[src/bhc_pkg.sv]
// constants, lookup tables and state codes of the boost/headroom
// configuration register bank; assumes one 10 MHz clock and sync reset
// Operation
// answers at 2Ch, or 2Eh when alternate selected
// halve bit picks reduced peak current limits
// two-bit code selects one of four limits
// divisor code encodes four modulation ratios
// modulation rate follows boost switching frequency
// slope code sets headroom at 50 mA
// minimum headroom from 50 mV, 30 mV steps
// hysteresis code sets mid comparator threshold
// range code selects fraction of driver range
// slew code acts only while limit enabled
// reserved bits read zero, fields read back; only 78h and 79h mask bits, 76h and 77h store all eight bits
package bhc_pkg;

   localparam int NREG = 4;

   // target addresses, 7 bit
   localparam logic [6:0] ADDR_PRIMARY   = 7'h2c;
   localparam logic [6:0] ADDR_ALTERNATE = 7'h2e;

   // register offsets
   localparam logic [7:0] OFS_BOOST_LIMIT = 8'h76;
   localparam logic [7:0] OFS_SPREAD      = 8'h77;
   localparam logic [7:0] OFS_SLOPE_MIN   = 8'h78;
   localparam logic [7:0] OFS_HYST_RANGE  = 8'h79;
   localparam logic [NREG-1:0][7:0] REG_OFFSETS =
      {OFS_HYST_RANGE, OFS_SLOPE_MIN, OFS_SPREAD, OFS_BOOST_LIMIT};
   // writable bits; the rest read as zero
   localparam logic [NREG-1:0][7:0] REG_WMASK =
      {8'h33, 8'h77, 8'hff, 8'hff};
   localparam logic [7:0] REG_RESET = 8'h00;

   localparam int IDX_BOOST_LIMIT = 0;
   localparam int IDX_SPREAD      = 1;
   localparam int IDX_SLOPE_MIN   = 2;
   localparam int IDX_HYST_RANGE  = 3;

   // field positions
   localparam int POS_HALVE    = 7;
   localparam int POS_ALT_ADDR = 4;
   localparam int POS_SLEW     = 2;
   localparam int POS_LIMIT    = 0;
   localparam int POS_MODDIV   = 6;
   localparam int POS_SLOPE    = 4;
   localparam int POS_MINHR    = 0;
   localparam int POS_HYST     = 4;
   localparam int POS_RANGE    = 0;

   localparam logic [3:0] BITS_PER_BYTE = 4'h8;

   // peak limit in mA: normal and halved sets
   localparam logic [3:0][11:0] PEAK_MA_NORMAL =
      {12'hc1c, 12'ha28, 12'h834, 12'h60e};
   localparam logic [3:0][11:0] PEAK_MA_HALVED =
      {12'h708, 12'h5dc, 12'h4b0, 12'h384};
   // headroom at 50 mA, mV
   localparam logic [7:0][8:0] SLOPE_MV =
      {9'h12c, 9'h11d, 9'h111, 9'h104, 9'h0f8, 9'h0eb, 9'h0df, 9'h0d2};
   // minimum headroom, mV
   localparam logic [7:0][8:0] MINHR_MV =
      {9'h104, 9'h0e6, 9'h0c8, 9'h0aa, 9'h08c, 9'h06e, 9'h050, 9'h032};
   // mid threshold above low threshold, mV
   localparam logic [3:0][9:0] HYST_MV =
      {10'h258, 10'h1d2, 10'h0e9, 10'h0c8};
   // driver range in tenths of a percent
   localparam logic [3:0][8:0] RANGE_PERMILLE =
      {9'h1f4, 9'h177, 9'h0fa, 9'h00a};
   // modulation period in boost cycles (1000 kHz / 4.17 kHz etc)
   localparam logic [3:0][9:0] MOD_PERIOD =
      {10'h348, 10'h258, 10'h168, 10'h0f0};

   typedef enum logic [6:0] {
      ST_IDLE     = 7'h01,
      ST_ADDR     = 7'h02,
      ST_ADDR_ACK = 7'h04,
      ST_RX       = 7'h08,
      ST_RX_ACK   = 7'h10,
      ST_TX       = 7'h20,
      ST_TX_ACK   = 7'h40
   } bhc_state_t;

endpackage

[src/bhc_reg_file.sv]
// four configuration registers with masked write and registered read
// assumes write strobe and address come from the serial target logic
`timescale 1ns/1ps
module bhc_reg_file
   import bhc_pkg::*;
(
   input  wire logic                  sys_clk,
   input  wire logic                  rst,
   input  wire logic                  wr_en,
   input  wire logic [7:0]            addr,
   input  wire logic [7:0]            wr_data,
   output logic      [7:0]            rd_data,
   output logic      [NREG-1:0][7:0]  regs
);
   logic [7:0] regs_q [NREG];
   logic [7:0] regs_d [NREG];
   logic [7:0] rd_d;
   logic [7:0] rd_q;

   genvar gi;
   generate
      for (gi = 0; gi < NREG; gi++) begin : g_reg
         always_comb begin
            regs_d[gi] = regs_q[gi];
            if (wr_en && addr == REG_OFFSETS[gi]) begin
               regs_d[gi] = wr_data & REG_WMASK[gi];
            end
         end
         always_ff @(posedge sys_clk) begin
            if (rst) begin
               regs_q[gi] <= REG_RESET;
            end else begin
               regs_q[gi] <= regs_d[gi];
            end
         end
         assign regs[gi] = regs_q[gi];
      end
   endgenerate

   // unmapped offsets read zero
   always_comb begin
      rd_d = 8'h00;
      for (int i = 0; i < NREG; i++) begin
         if (addr == REG_OFFSETS[i]) begin
            rd_d = regs_q[i];
         end
      end
   end

   always_ff @(posedge sys_clk) begin
      if (rst) begin
         rd_q <= 8'h00;
      end else begin
         rd_q <= rd_d;
      end
   end

   assign rd_data = rd_q;
endmodule

[src/bhc_config_regs.sv]
// serial target with register pointer, plus decode of the boost and
// headroom configuration fields; scl/sda are synchronous to sys_clk
// and scl stays high or low for at least two clock cycles
`timescale 1ns/1ps
module bhc_config_regs
   import bhc_pkg::*;
(
   input  wire logic        sys_clk,
   input  wire logic        rst,
   input  wire logic        scl_i,
   input  wire logic        sda_i,
   output logic             sda_o,
   output logic             sda_oe,
   input  wire logic        slew_limit_enable,
   input  wire logic        boost_tick,
   output logic [11:0]      peak_limit_ma,
   output logic [1:0]       slowed_slew_code,
   output logic             modulation_tick,
   output logic [8:0]       headroom_slope_mv,
   output logic [8:0]       minimum_headroom_mv,
   output logic [9:0]       mid_threshold_mv,
   output logic [8:0]       horizontal_range_permille
);
   bhc_state_t           state_q, state_d;
   logic [3:0]           cnt_q, cnt_d;
   logic [7:0]           shift_q, shift_d;
   logic [7:0]           ptr_q, ptr_d;
   logic                 rw_q, rw_d;
   logic                 pend_q, pend_d;
   logic                 oe_q, oe_d;
   logic                 scl_q, sda_q;
   logic                 wr_en;
   logic [7:0]           rd_data;
   logic [NREG-1:0][7:0] regs;
   logic [6:0]           target_addr;
   logic                 scl_rise, scl_fall, start_seen, stop_seen;

   bhc_reg_file u_regs (
      .sys_clk (sys_clk),
      .rst     (rst),
      .wr_en   (wr_en),
      .addr    (ptr_q),
      .wr_data (shift_q),
      .rd_data (rd_data),
      .regs    (regs)
   );

   // field views
   logic       current_limit_halve_select;
   logic       alternate_target_address;
   logic [1:0] peak_limit_code;
   logic [1:0] slew_code_raw;
   logic [1:0] modulation_divisor;
   logic [2:0] headroom_slope_code;
   logic [2:0] minimum_headroom_code;
   logic [1:0] mid_threshold_hysteresis;
   logic [1:0] horizontal_range_code;

   assign current_limit_halve_select = regs[IDX_BOOST_LIMIT][POS_HALVE];
   assign alternate_target_address   = regs[IDX_BOOST_LIMIT][POS_ALT_ADDR];
   assign peak_limit_code       = regs[IDX_BOOST_LIMIT][POS_LIMIT +: 2];
   assign slew_code_raw         = regs[IDX_BOOST_LIMIT][POS_SLEW +: 2];
   assign modulation_divisor    = regs[IDX_SPREAD][POS_MODDIV +: 2];
   assign headroom_slope_code   = regs[IDX_SLOPE_MIN][POS_SLOPE +: 3];
   assign minimum_headroom_code = regs[IDX_SLOPE_MIN][POS_MINHR +: 3];
   assign mid_threshold_hysteresis = regs[IDX_HYST_RANGE][POS_HYST +: 2];
   assign horizontal_range_code = regs[IDX_HYST_RANGE][POS_RANGE +: 2];

   // bus condition detection
   assign scl_rise   = scl_i & ~scl_q;
   assign scl_fall   = ~scl_i & scl_q;
   assign start_seen = scl_i & scl_q & sda_q & ~sda_i;
   assign stop_seen  = scl_i & scl_q & ~sda_q & sda_i;

   assign target_addr = alternate_target_address ? ADDR_ALTERNATE
                                                 : ADDR_PRIMARY;

   always_comb begin
      state_d = state_q;
      cnt_d   = cnt_q;
      shift_d = shift_q;
      ptr_d   = ptr_q;
      rw_d    = rw_q;
      pend_d  = pend_q;
      oe_d    = oe_q;
      wr_en   = 1'b0;
      if (start_seen) begin
         state_d = ST_ADDR;
         cnt_d   = 4'h0;
         oe_d    = 1'b0;
      end else if (stop_seen) begin
         state_d = ST_IDLE;
         oe_d    = 1'b0;
      end else begin
         case (state_q)
            ST_ADDR: begin
               if (scl_rise) begin
                  shift_d = {shift_q[6:0], sda_i};
                  cnt_d   = cnt_q + 4'h1;
               end else if (scl_fall && cnt_q == BITS_PER_BYTE) begin
                  if (shift_q[7:1] == target_addr) begin
                     oe_d    = 1'b1;
                     rw_d    = shift_q[0];
                     state_d = ST_ADDR_ACK;
                  end else begin
                     state_d = ST_IDLE;
                  end
               end
            end
            ST_ADDR_ACK: begin
               if (scl_fall) begin
                  cnt_d = 4'h0;
                  if (rw_q) begin
                     shift_d = rd_data;
                     oe_d    = ~rd_data[7];
                     state_d = ST_TX;
                  end else begin
                     oe_d    = 1'b0;
                     pend_d  = 1'b1;
                     state_d = ST_RX;
                  end
               end
            end
            ST_RX: begin
               if (scl_rise) begin
                  shift_d = {shift_q[6:0], sda_i};
                  cnt_d   = cnt_q + 4'h1;
               end else if (scl_fall && cnt_q == BITS_PER_BYTE) begin
                  oe_d    = 1'b1;
                  state_d = ST_RX_ACK;
                  if (pend_q) begin
                     ptr_d  = shift_q;
                     pend_d = 1'b0;
                  end else begin
                     wr_en = 1'b1;
                     ptr_d = ptr_q + 8'h01;
                  end
               end
            end
            ST_RX_ACK: begin
               if (scl_fall) begin
                  oe_d    = 1'b0;
                  cnt_d   = 4'h0;
                  state_d = ST_RX;
               end
            end
            ST_TX: begin
               if (scl_fall) begin
                  cnt_d = cnt_q + 4'h1;
                  if (cnt_q == BITS_PER_BYTE - 4'h1) begin
                     oe_d    = 1'b0;
                     state_d = ST_TX_ACK;
                  end else begin
                     shift_d = {shift_q[6:0], 1'b0};
                     oe_d    = ~shift_q[6];
                  end
               end
            end
            ST_TX_ACK: begin
               if (scl_rise) begin
                  if (sda_i) begin
                     state_d = ST_IDLE;
                  end else begin
                     ptr_d = ptr_q + 8'h01;
                  end
               end else if (scl_fall) begin
                  cnt_d   = 4'h0;
                  shift_d = rd_data;
                  oe_d    = ~rd_data[7];
                  state_d = ST_TX;
               end
            end
            ST_IDLE: begin
               oe_d = 1'b0;
            end
            default: begin
               state_d = ST_IDLE;
               oe_d    = 1'b0;
            end
         endcase
      end
   end

   always_ff @(posedge sys_clk) begin
      if (rst) begin
         state_q <= ST_IDLE;
         cnt_q   <= 4'h0;
         shift_q <= 8'h00;
         ptr_q   <= 8'h00;
         rw_q    <= 1'b0;
         pend_q  <= 1'b0;
         oe_q    <= 1'b0;
         scl_q   <= 1'b1;
         sda_q   <= 1'b1;
      end else begin
         state_q <= state_d;
         cnt_q   <= cnt_d;
         shift_q <= shift_d;
         ptr_q   <= ptr_d;
         rw_q    <= rw_d;
         pend_q  <= pend_d;
         oe_q    <= oe_d;
         scl_q   <= scl_i;
         sda_q   <= sda_i;
      end
   end

   assign sda_o  = 1'b0;
   assign sda_oe = oe_q;

   // decoded configuration values
   logic [11:0] peak_d;
   logic [1:0]  slew_d;
   logic [9:0]  mod_cnt_q, mod_cnt_d, mod_period;
   logic        mod_tick_d;

   always_comb begin
      peak_d = current_limit_halve_select
             ? PEAK_MA_HALVED[peak_limit_code]
             : PEAK_MA_NORMAL[peak_limit_code];
      slew_d = slew_limit_enable ? slew_code_raw : 2'b00;
      mod_period = MOD_PERIOD[modulation_divisor];
      mod_cnt_d  = mod_cnt_q;
      mod_tick_d = 1'b0;
      if (boost_tick) begin
         if (mod_cnt_q >= mod_period - 10'h001) begin
            mod_cnt_d  = 10'h000;
            mod_tick_d = 1'b1;
         end else begin
            mod_cnt_d = mod_cnt_q + 10'h001;
         end
      end
   end

   always_ff @(posedge sys_clk) begin
      if (rst) begin
         peak_limit_ma             <= 12'h000;
         slowed_slew_code          <= 2'b00;
         modulation_tick           <= 1'b0;
         mod_cnt_q                 <= 10'h000;
         headroom_slope_mv         <= 9'h000;
         minimum_headroom_mv       <= 9'h000;
         mid_threshold_mv          <= 10'h000;
         horizontal_range_permille <= 9'h000;
      end else begin
         peak_limit_ma       <= peak_d;
         slowed_slew_code    <= slew_d;
         modulation_tick     <= mod_tick_d;
         mod_cnt_q           <= mod_cnt_d;
         headroom_slope_mv   <= SLOPE_MV[headroom_slope_code];
         minimum_headroom_mv <= MINHR_MV[minimum_headroom_code];
         mid_threshold_mv    <= HYST_MV[mid_threshold_hysteresis];
         horizontal_range_permille <=
            RANGE_PERMILLE[horizontal_range_code];
      end
   end
endmodule

[config.mk]
export PLATFORM = sky130hd
export DESIGN_NAME = bhc_config_regs
export DESIGN_NICKNAME = d
export VERILOG_FILES = /design/src/bhc_pkg.sv /design/src/bhc_reg_file.sv /design/src/bhc_config_regs.sv
export SDC_FILE = /design/constraint.sdc
export NUM_CORES = 1
export LEC_CHECK = 0
export BUFFER_PORTS_ARGS = -buffer_cell sky130_fd_sc_hd__buf_2
export CORE_UTILIZATION = 30
export CTS_CLUSTER_SIZE = 20
export DETAILED_ROUTE_END_ITERATION = 10
export GPL_ROUTABILITY_DRIVEN = 0
export HOLD_SLACK_MARGIN = 0.12
export PLACE_DENSITY = 0.57
export SETUP_SLACK_MARGIN = 0.02
export SYNTH_ARGS = -nofsm -noshare
export SYNTH_HDL_FRONTEND = slang
export SYNTH_SLANG_ARGS = --single-unit
[constraint.sdc]
create_clock -name sys_clk -period 3.15 [get_ports sys_clk]
set_input_delay 0.1575 -clock sys_clk [delete_from_list [all_inputs] [get_ports sys_clk]]
set_output_delay 0.1575 -clock sys_clk [all_outputs]
set_load 0.02 [all_outputs]
---- Word-level counts from Yosys, hierarchy flattened ----
Memory sizes are Yosys's and may differ from the RTL's. A register that Yosys moved wholly into a read port is not among the register bits.
Index checks and enable logic that the tools add are counted.
operators by class
  add/subtract/negate cells ............... 4
  $lt $le $gt $ge ......................... 5
  equal/unequal tests ..................... 44
  mux-type cells .......................... 88
  bitwise gates (word level) .............. 23
  reduce and logical (&&, ||, !) cells .... 23
operators with widths
  cell                                                count
  2-to-1 mux 8 bit                                    24
  2-to-1 mux 7 bit                                    11
  one-hot mux 7 bit (7 select lines)                  1
  binary-select mux 12 bit (select 2 bit)             2
  binary-select mux 10 bit (select 2 bit)             2
  2-to-1 mux 12 bit                                   3
  == test 8 x 7 -> 1 bit, second input constant       4
  != test 2 bit, second input constant                16
  != test 4 bit, second input constant                8
  one-hot mux 8 bit (4 select lines)                  1
  2-to-1 mux 10 bit                                   3
  2-to-1 mux 1 bit                                    26
  AND reduction 11 bit                                2
  AND reduction 10 bit                                2
  binary-select mux 9 bit (select 2 bit)              1
  2-to-1 mux 4 bit                                    4
  one-hot mux 4 bit (4 select lines)                  1
  one-hot mux 8 bit (2 select lines)                  1
  AND reduction 7 bit                                 2
  < comparator 2 x 3 -> 1 bit, second input constant  4
  NOT 1 bit                                           12
  adder 10 x 1 -> 10 bit, second input constant       1
  greater-or-equal comparator 10 bit                  1
  != test 5 bit, second input constant                2
  30 further kinds                                    53
word-level totals
  flip-flop bits (word level) ............. 84
  bits in writable memories ............... 32
  memory bits (read-only) ................. 144
  input bits .............................. 6
  memories kept ........................... 3
memory list
  memory           depth  width  rd ports  clocked after memory_dff  wr ports  RTL line                text
  (no name shown)  8      9      1         1                         0         bhc_config_regs.sv:251  minimum_headroom_mv <= MINHR_MV[minimum_headroom_code];
  (no name shown)  8      9      1         1                         0         bhc_config_regs.sv:250  headroom_slope_mv <= SLOPE_MV[headroom_slope_code];
  u_regs.regs_q    4      8      4         0                         4         bhc_reg_file.sv:15      logic [7:0] regs_q [NREG];

---- Depth between registers and ports, before layout ----
  depth in word-level cells ............... 11
  depth in mapped cells ................... 10

---- Modules after synthesis ----
A second synthesis with hierarchy kept.
second synthesis, totals
  cell total of the unflattened synthesis .. 654
  area, all modules ....................... 6138.4 sq um
by module, submodules not included
  module           instances  cells each  area each (sq um)  seq. area each (sq um)
  bhc_config_regs  1          498         4529.3             1681.6
  bhc_reg_file     1          156         1609.0             680.7

---- Worst setup path after synthesis ----
No wires, ideal clock.
  kind .................................... reg2reg
  from .................................... register scl_q
  to ...................................... register ptr_q[0]
  data arrival time ....................... 2336 ps
  required time ........................... 3071 ps
  setup slack ............................. 735 ps
  stages on the path, launching flop included .. 9
  path buffers ............................ 1
  period minus slack after synthesis ...... 2415 ps
  path through ............................ dfxtp_1 > inv_1 > ha_1 > nand4b_1 > or4b_1 > a222oi_1 > buf_4 > a21oi_2 > a211oi_2
between the ends
  longest elaborated chain between the ends .. 5
ends and longest elaborated chain
  what                                              RTL line                                      text
  start: declaration                                bhc_config_regs.sv:31                         logic scl_q, sda_q;
  start signal: assignment                          bhc_config_regs.sv:203                        scl_q <= scl_i;
  AND 1 bit                                         bhc_config_regs.sv:72, bhc_config_regs.sv:73
  AND 1 bit, on equally long branches (2 in a row)  bhc_config_regs.sv:72, bhc_config_regs.sv:73
  NOT 1 bit (no source line)                        -
  AND reduction 7 bit (no source line) *            -
  end signal: assignment                            bhc_config_regs.sv:199                        ptr_q <= ptr_d;
  end: declaration                                  bhc_config_regs.sv:27                         logic [7:0] ptr_q, ptr_d;
Mark *: on every way between the ends. The rest lies on a longest branch, timed or not.
A chain may end at the register's enable or synchronous reset.

---- Worst setup path in the final report ----
  from .................................... register state_q[3]
  to ...................................... register ptr_q[2]
between the ends
  longest elaborated chain between the ends .. 3
ends and longest elaborated chain
  what                                                                         RTL line                text
  start: declaration                                                           bhc_config_regs.sv:24   bhc_state_t state_q, state_d;
  start signal: assignment                                                     bhc_config_regs.sv:196  state_q <= state_d;
  == test 7 bit / == test 7 x 4 -> 1 bit (equally long branches)               bhc_config_regs.sv:95   case (state_q)
  != test 2 bit (no source line) / nonzero test 2 bit (equally long branches)  -
  AND reduction 7 bit (no source line)                                         -
Parallel ways exist; a longest one is shown, timed or not.

==> flow_summary.ini <==
[run_status]
status = complete, but fails checks
violations = DRC

[route]
postRouteAntennaNets = 0
drc_errors = 4
viasPerCell = 5.01
dr.pass1.iters = 8
vias = 4660
wl_um = 13300
drt_iter0_markers = 345
routedWlPerCell_um = 14.3

[global_routing]
overflow = 0
grt_pass1_wl_um = 22200
antenna_found_initial = 0
grt_use_total_pct = 14.4
grt_max_degree = 57
grt_pass1_vias = 4274

[clocking]
clockRootBuffer = clkbuf_16
cts_buffers = 17
clockBufferDepth = 2
post_cts_buffers = 0
h-tree-depth = 4
cts.clk_slew.worst_paths_ns = 0.05
ctsHoldBuffers = 4
worstSkewPairLatency_ns = 0.41
cts_tree = yes
post_cts_resized = 0
clkSinkCount = 118

[pwr]
peakVddDrop_uv = 436
leakagePower_nw = 2.77
power_density_nw_per_um2 = 550

[layout]
multi_input_area_um2 = 2930
fill_cells = 1885
antennaDiodeCount = 0
drive_gt1_share_pct = 15.8
seq_area_um2 = 2360
fin_nets = 727
synthToLayoutAreaGrowth_pct = 19.1

[die]
die_area_um2 = 19200
ios = 60
die_h_um = 139
num_rows = 49
core_area_um2 = 18100
start_util_pct = 30.8
die_w_um = 139

[timing]
rsz0062_at_grt = no
worst_pin_slew_ns = 1.09
layout_setup_ws_ns = 0.431
drv_slew = 0
fmax_ghz = 0.368
hold_viol = 0
fin_tns_setup_ns = 0
min_period_ns = 2.72
setup_viol = 0
fin_crit_sh_pct = 86.3
clock_skew_ns = 0.00964
slew_headroom_pct = 27.0

[yosys]
synth_edf_count = 0
synth_top_area_cell = dfxtp_1
yosysWarnings = 0
yosys-top-cells-area = dfxtp_1 42%, ha_1 7.4%, nor2_1 5.1%, nand2_1 4.2%, mux2i_1 3.9%
syn_inst = 646
synth_top_area_share_pct = 42.2
synth-seq-area-share_pct = 42.2
synth-main-ff-cell = dfxtp_1
ys_types = 63
syn_avg_cell_area_um2 = 8.66
async_reset_ff_share_pct = 0
ys_ff_latch = 118
netlist_area_um2 = 5600

[job]
drv_cap = 0

[placed_design]
dp_slack_ns = 0.472
dp_hpwl_um = 9050
io_buffers = 55

[setup_path]
slowest_delay_ns = 0.62
worst_ep_arrival_time_ns = 3.00
critPathBufInv = 1
path_delay_family = simple AND/OR/NAND/NOR gates
crit_path_start_kind = flip-flop
cp_slowest_cell = dfxtp_1
crit_required_ns = 3.43
endpoint_kind = flip-flop
worstPathCellList = nor4b_4 -> or4b_1 -> a222oi_1 -> buf_4 -> o21ai_0 -> a22oi_1 -> nor2_1
critPathMaxFanout = 16
path_class = flip-flop to flip-flop

[hold_path]
hold_class = input pin to flip-flop
## cell usage in the layout (no fill, tap or decap), types with 4 or more instances in the layout
cell,instances
nand4_1,5
o21a_1,4
nor2b_1,14
mux2i_1,22
xor2_1,10
inv_1,20
ha_1,33
nor2_1,76
or3_1,6
conb_1,5
o21ai_0,22
nand4b_1,4
nand3_1,27
a22oi_1,8
a222oi_1,5
clkbuf_16,17
nand2_1,63
nor3b_1,6
clkinvlp_4,4
a21oi_1,42
a21o_1,4
and3_1,11
buf_4,12
buf_2,55
a31oi_1,4
xnor2_1,5
nor3_1,12
and2_1,6
dlygate4sd3_1,4
dfxtp_1,118
a211oi_1,15
## cell families after synthesis
kind of cell	synth area share, %
AND/OR/NAND/NOR	22.6
AO/OA/AOI/OAI	15.7
flip-flops	42.2
buffers and inverters	5.77
adder cells (fa/ha/maj)	7.38
multiplexers	3.93
XOR/XNOR	2.35
other	0.0670
## layout make-up
cell class | count | share of cell area, %
clock inverters | 14 | 2.61
clock buffers | 18 | 6.44
inverters | 20 | 1.13
flip-flops and latches | 118 | 35.4
well taps | 229 | 4.30
repair buffers | 71 | 6.08
multi-input cells | 460 | 44.0
## metrics by stage
stage | cells | instance area [um^2] | util [%] | total power, W | hold WS (ns)
global route | 930 | 6660 | 36.7 | 0.00380 | 0.238
finish | 930 | 6660 | 36.7 | 0.00367 | 0.229
floorplan | 650 | 5610 | - | 0.00168 | 0.248
CTS | 930 | 6660 | 36.7 | 0.00371 | 0.216
detailed placement | 894 | 6020 | 33.2 | 0.00172 | 0.398
global placement | 894 | 6020 | 33.2 | 0.00173 | 0.393
## sequential cells by signal (all words and copies together) (netlist names)
signal and flops:
cnt_q 4, headroom_slope_mv 8, horizontal_range_permille 6, mid_threshold_mv 7
minimum_headroom_mv 7, mod_cnt_q 10, modulation_tick 1, peak_limit_ma 11
pend_q 1, ptr_q 8, rw_q 1, scl_q 1
sda_oe 1, sda_q 1, shift_q 8, slowed_slew_code 2
state_q 7, u_regs.rd_data 8, u_regs.regs_q 26
## worst reg2reg max path: stages, from the launching register on
cell and delay (ns):
dfxtp_1 0.62, nor4b_4 0.49, or4b_1 0.54, a222oi_1 0.36, buf_4 0.27, o21ai_0 0.11, a22oi_1 0.15, nor2_1 0.06
## per-layer routing
metal	routed length, um	GRT usage, %	vias up
li1	-	-	2342
met1	6600	19.6	2197
met2	6030	22.1	114
met3	618	3.80	7
met4	67	4.55	0
met5	0	0	-
## cell usage after synthesis, types with 3 or more instances
cell / number
xor2_1: 10
a21o_1: 4
nand4b_1: 4
a222oi_1: 5
or3_1: 6
or2_2: 3
nand4_1: 5
clkbuf_1: 28
o21ai_0: 22
buf_4: 12
buf_1: 6
nor2b_1: 14
mux2i_1: 22
dfxtp_1: 118
inv_1: 20
buf_2: 6
and2_1: 6
ha_1: 33
nor3b_1: 6
a21oi_1: 42
nand2b_1: 3
a31oi_1: 4
o31ai_1: 3
a211oi_1: 16
nor3_1: 12
o211ai_1: 3
nand2_1: 63
and3_1: 11
xnor2_1: 5
a22oi_1: 8
nor2_1: 76
o21a_1: 4
nand3_1: 27
## report_power, final
part	internal [W]	switching (W)	leakage, nW
combinational	0.0000533	0.000106	1.53
sequential	0.00151	0.0000246	0.957
clock	0.00125	0.000721	0.283
total	0.00282	0.000852	2.77
## final timing paths
kind | start | end | slack, ns | cells past startpoint
worst min register to register | u_regs.regs_q[0][11] | u_regs.regs_q[0][11] | 0.46 | 2
worst max-delay path | state_q[3] | ptr_q[2] | 0.43 | 7
worst min-delay path | rst | peak_limit_ma[3] | 0.23 | 2
worst max register to register | state_q[3] | ptr_q[2] | 0.43 | 7
(Power assumes the default switching activity.)
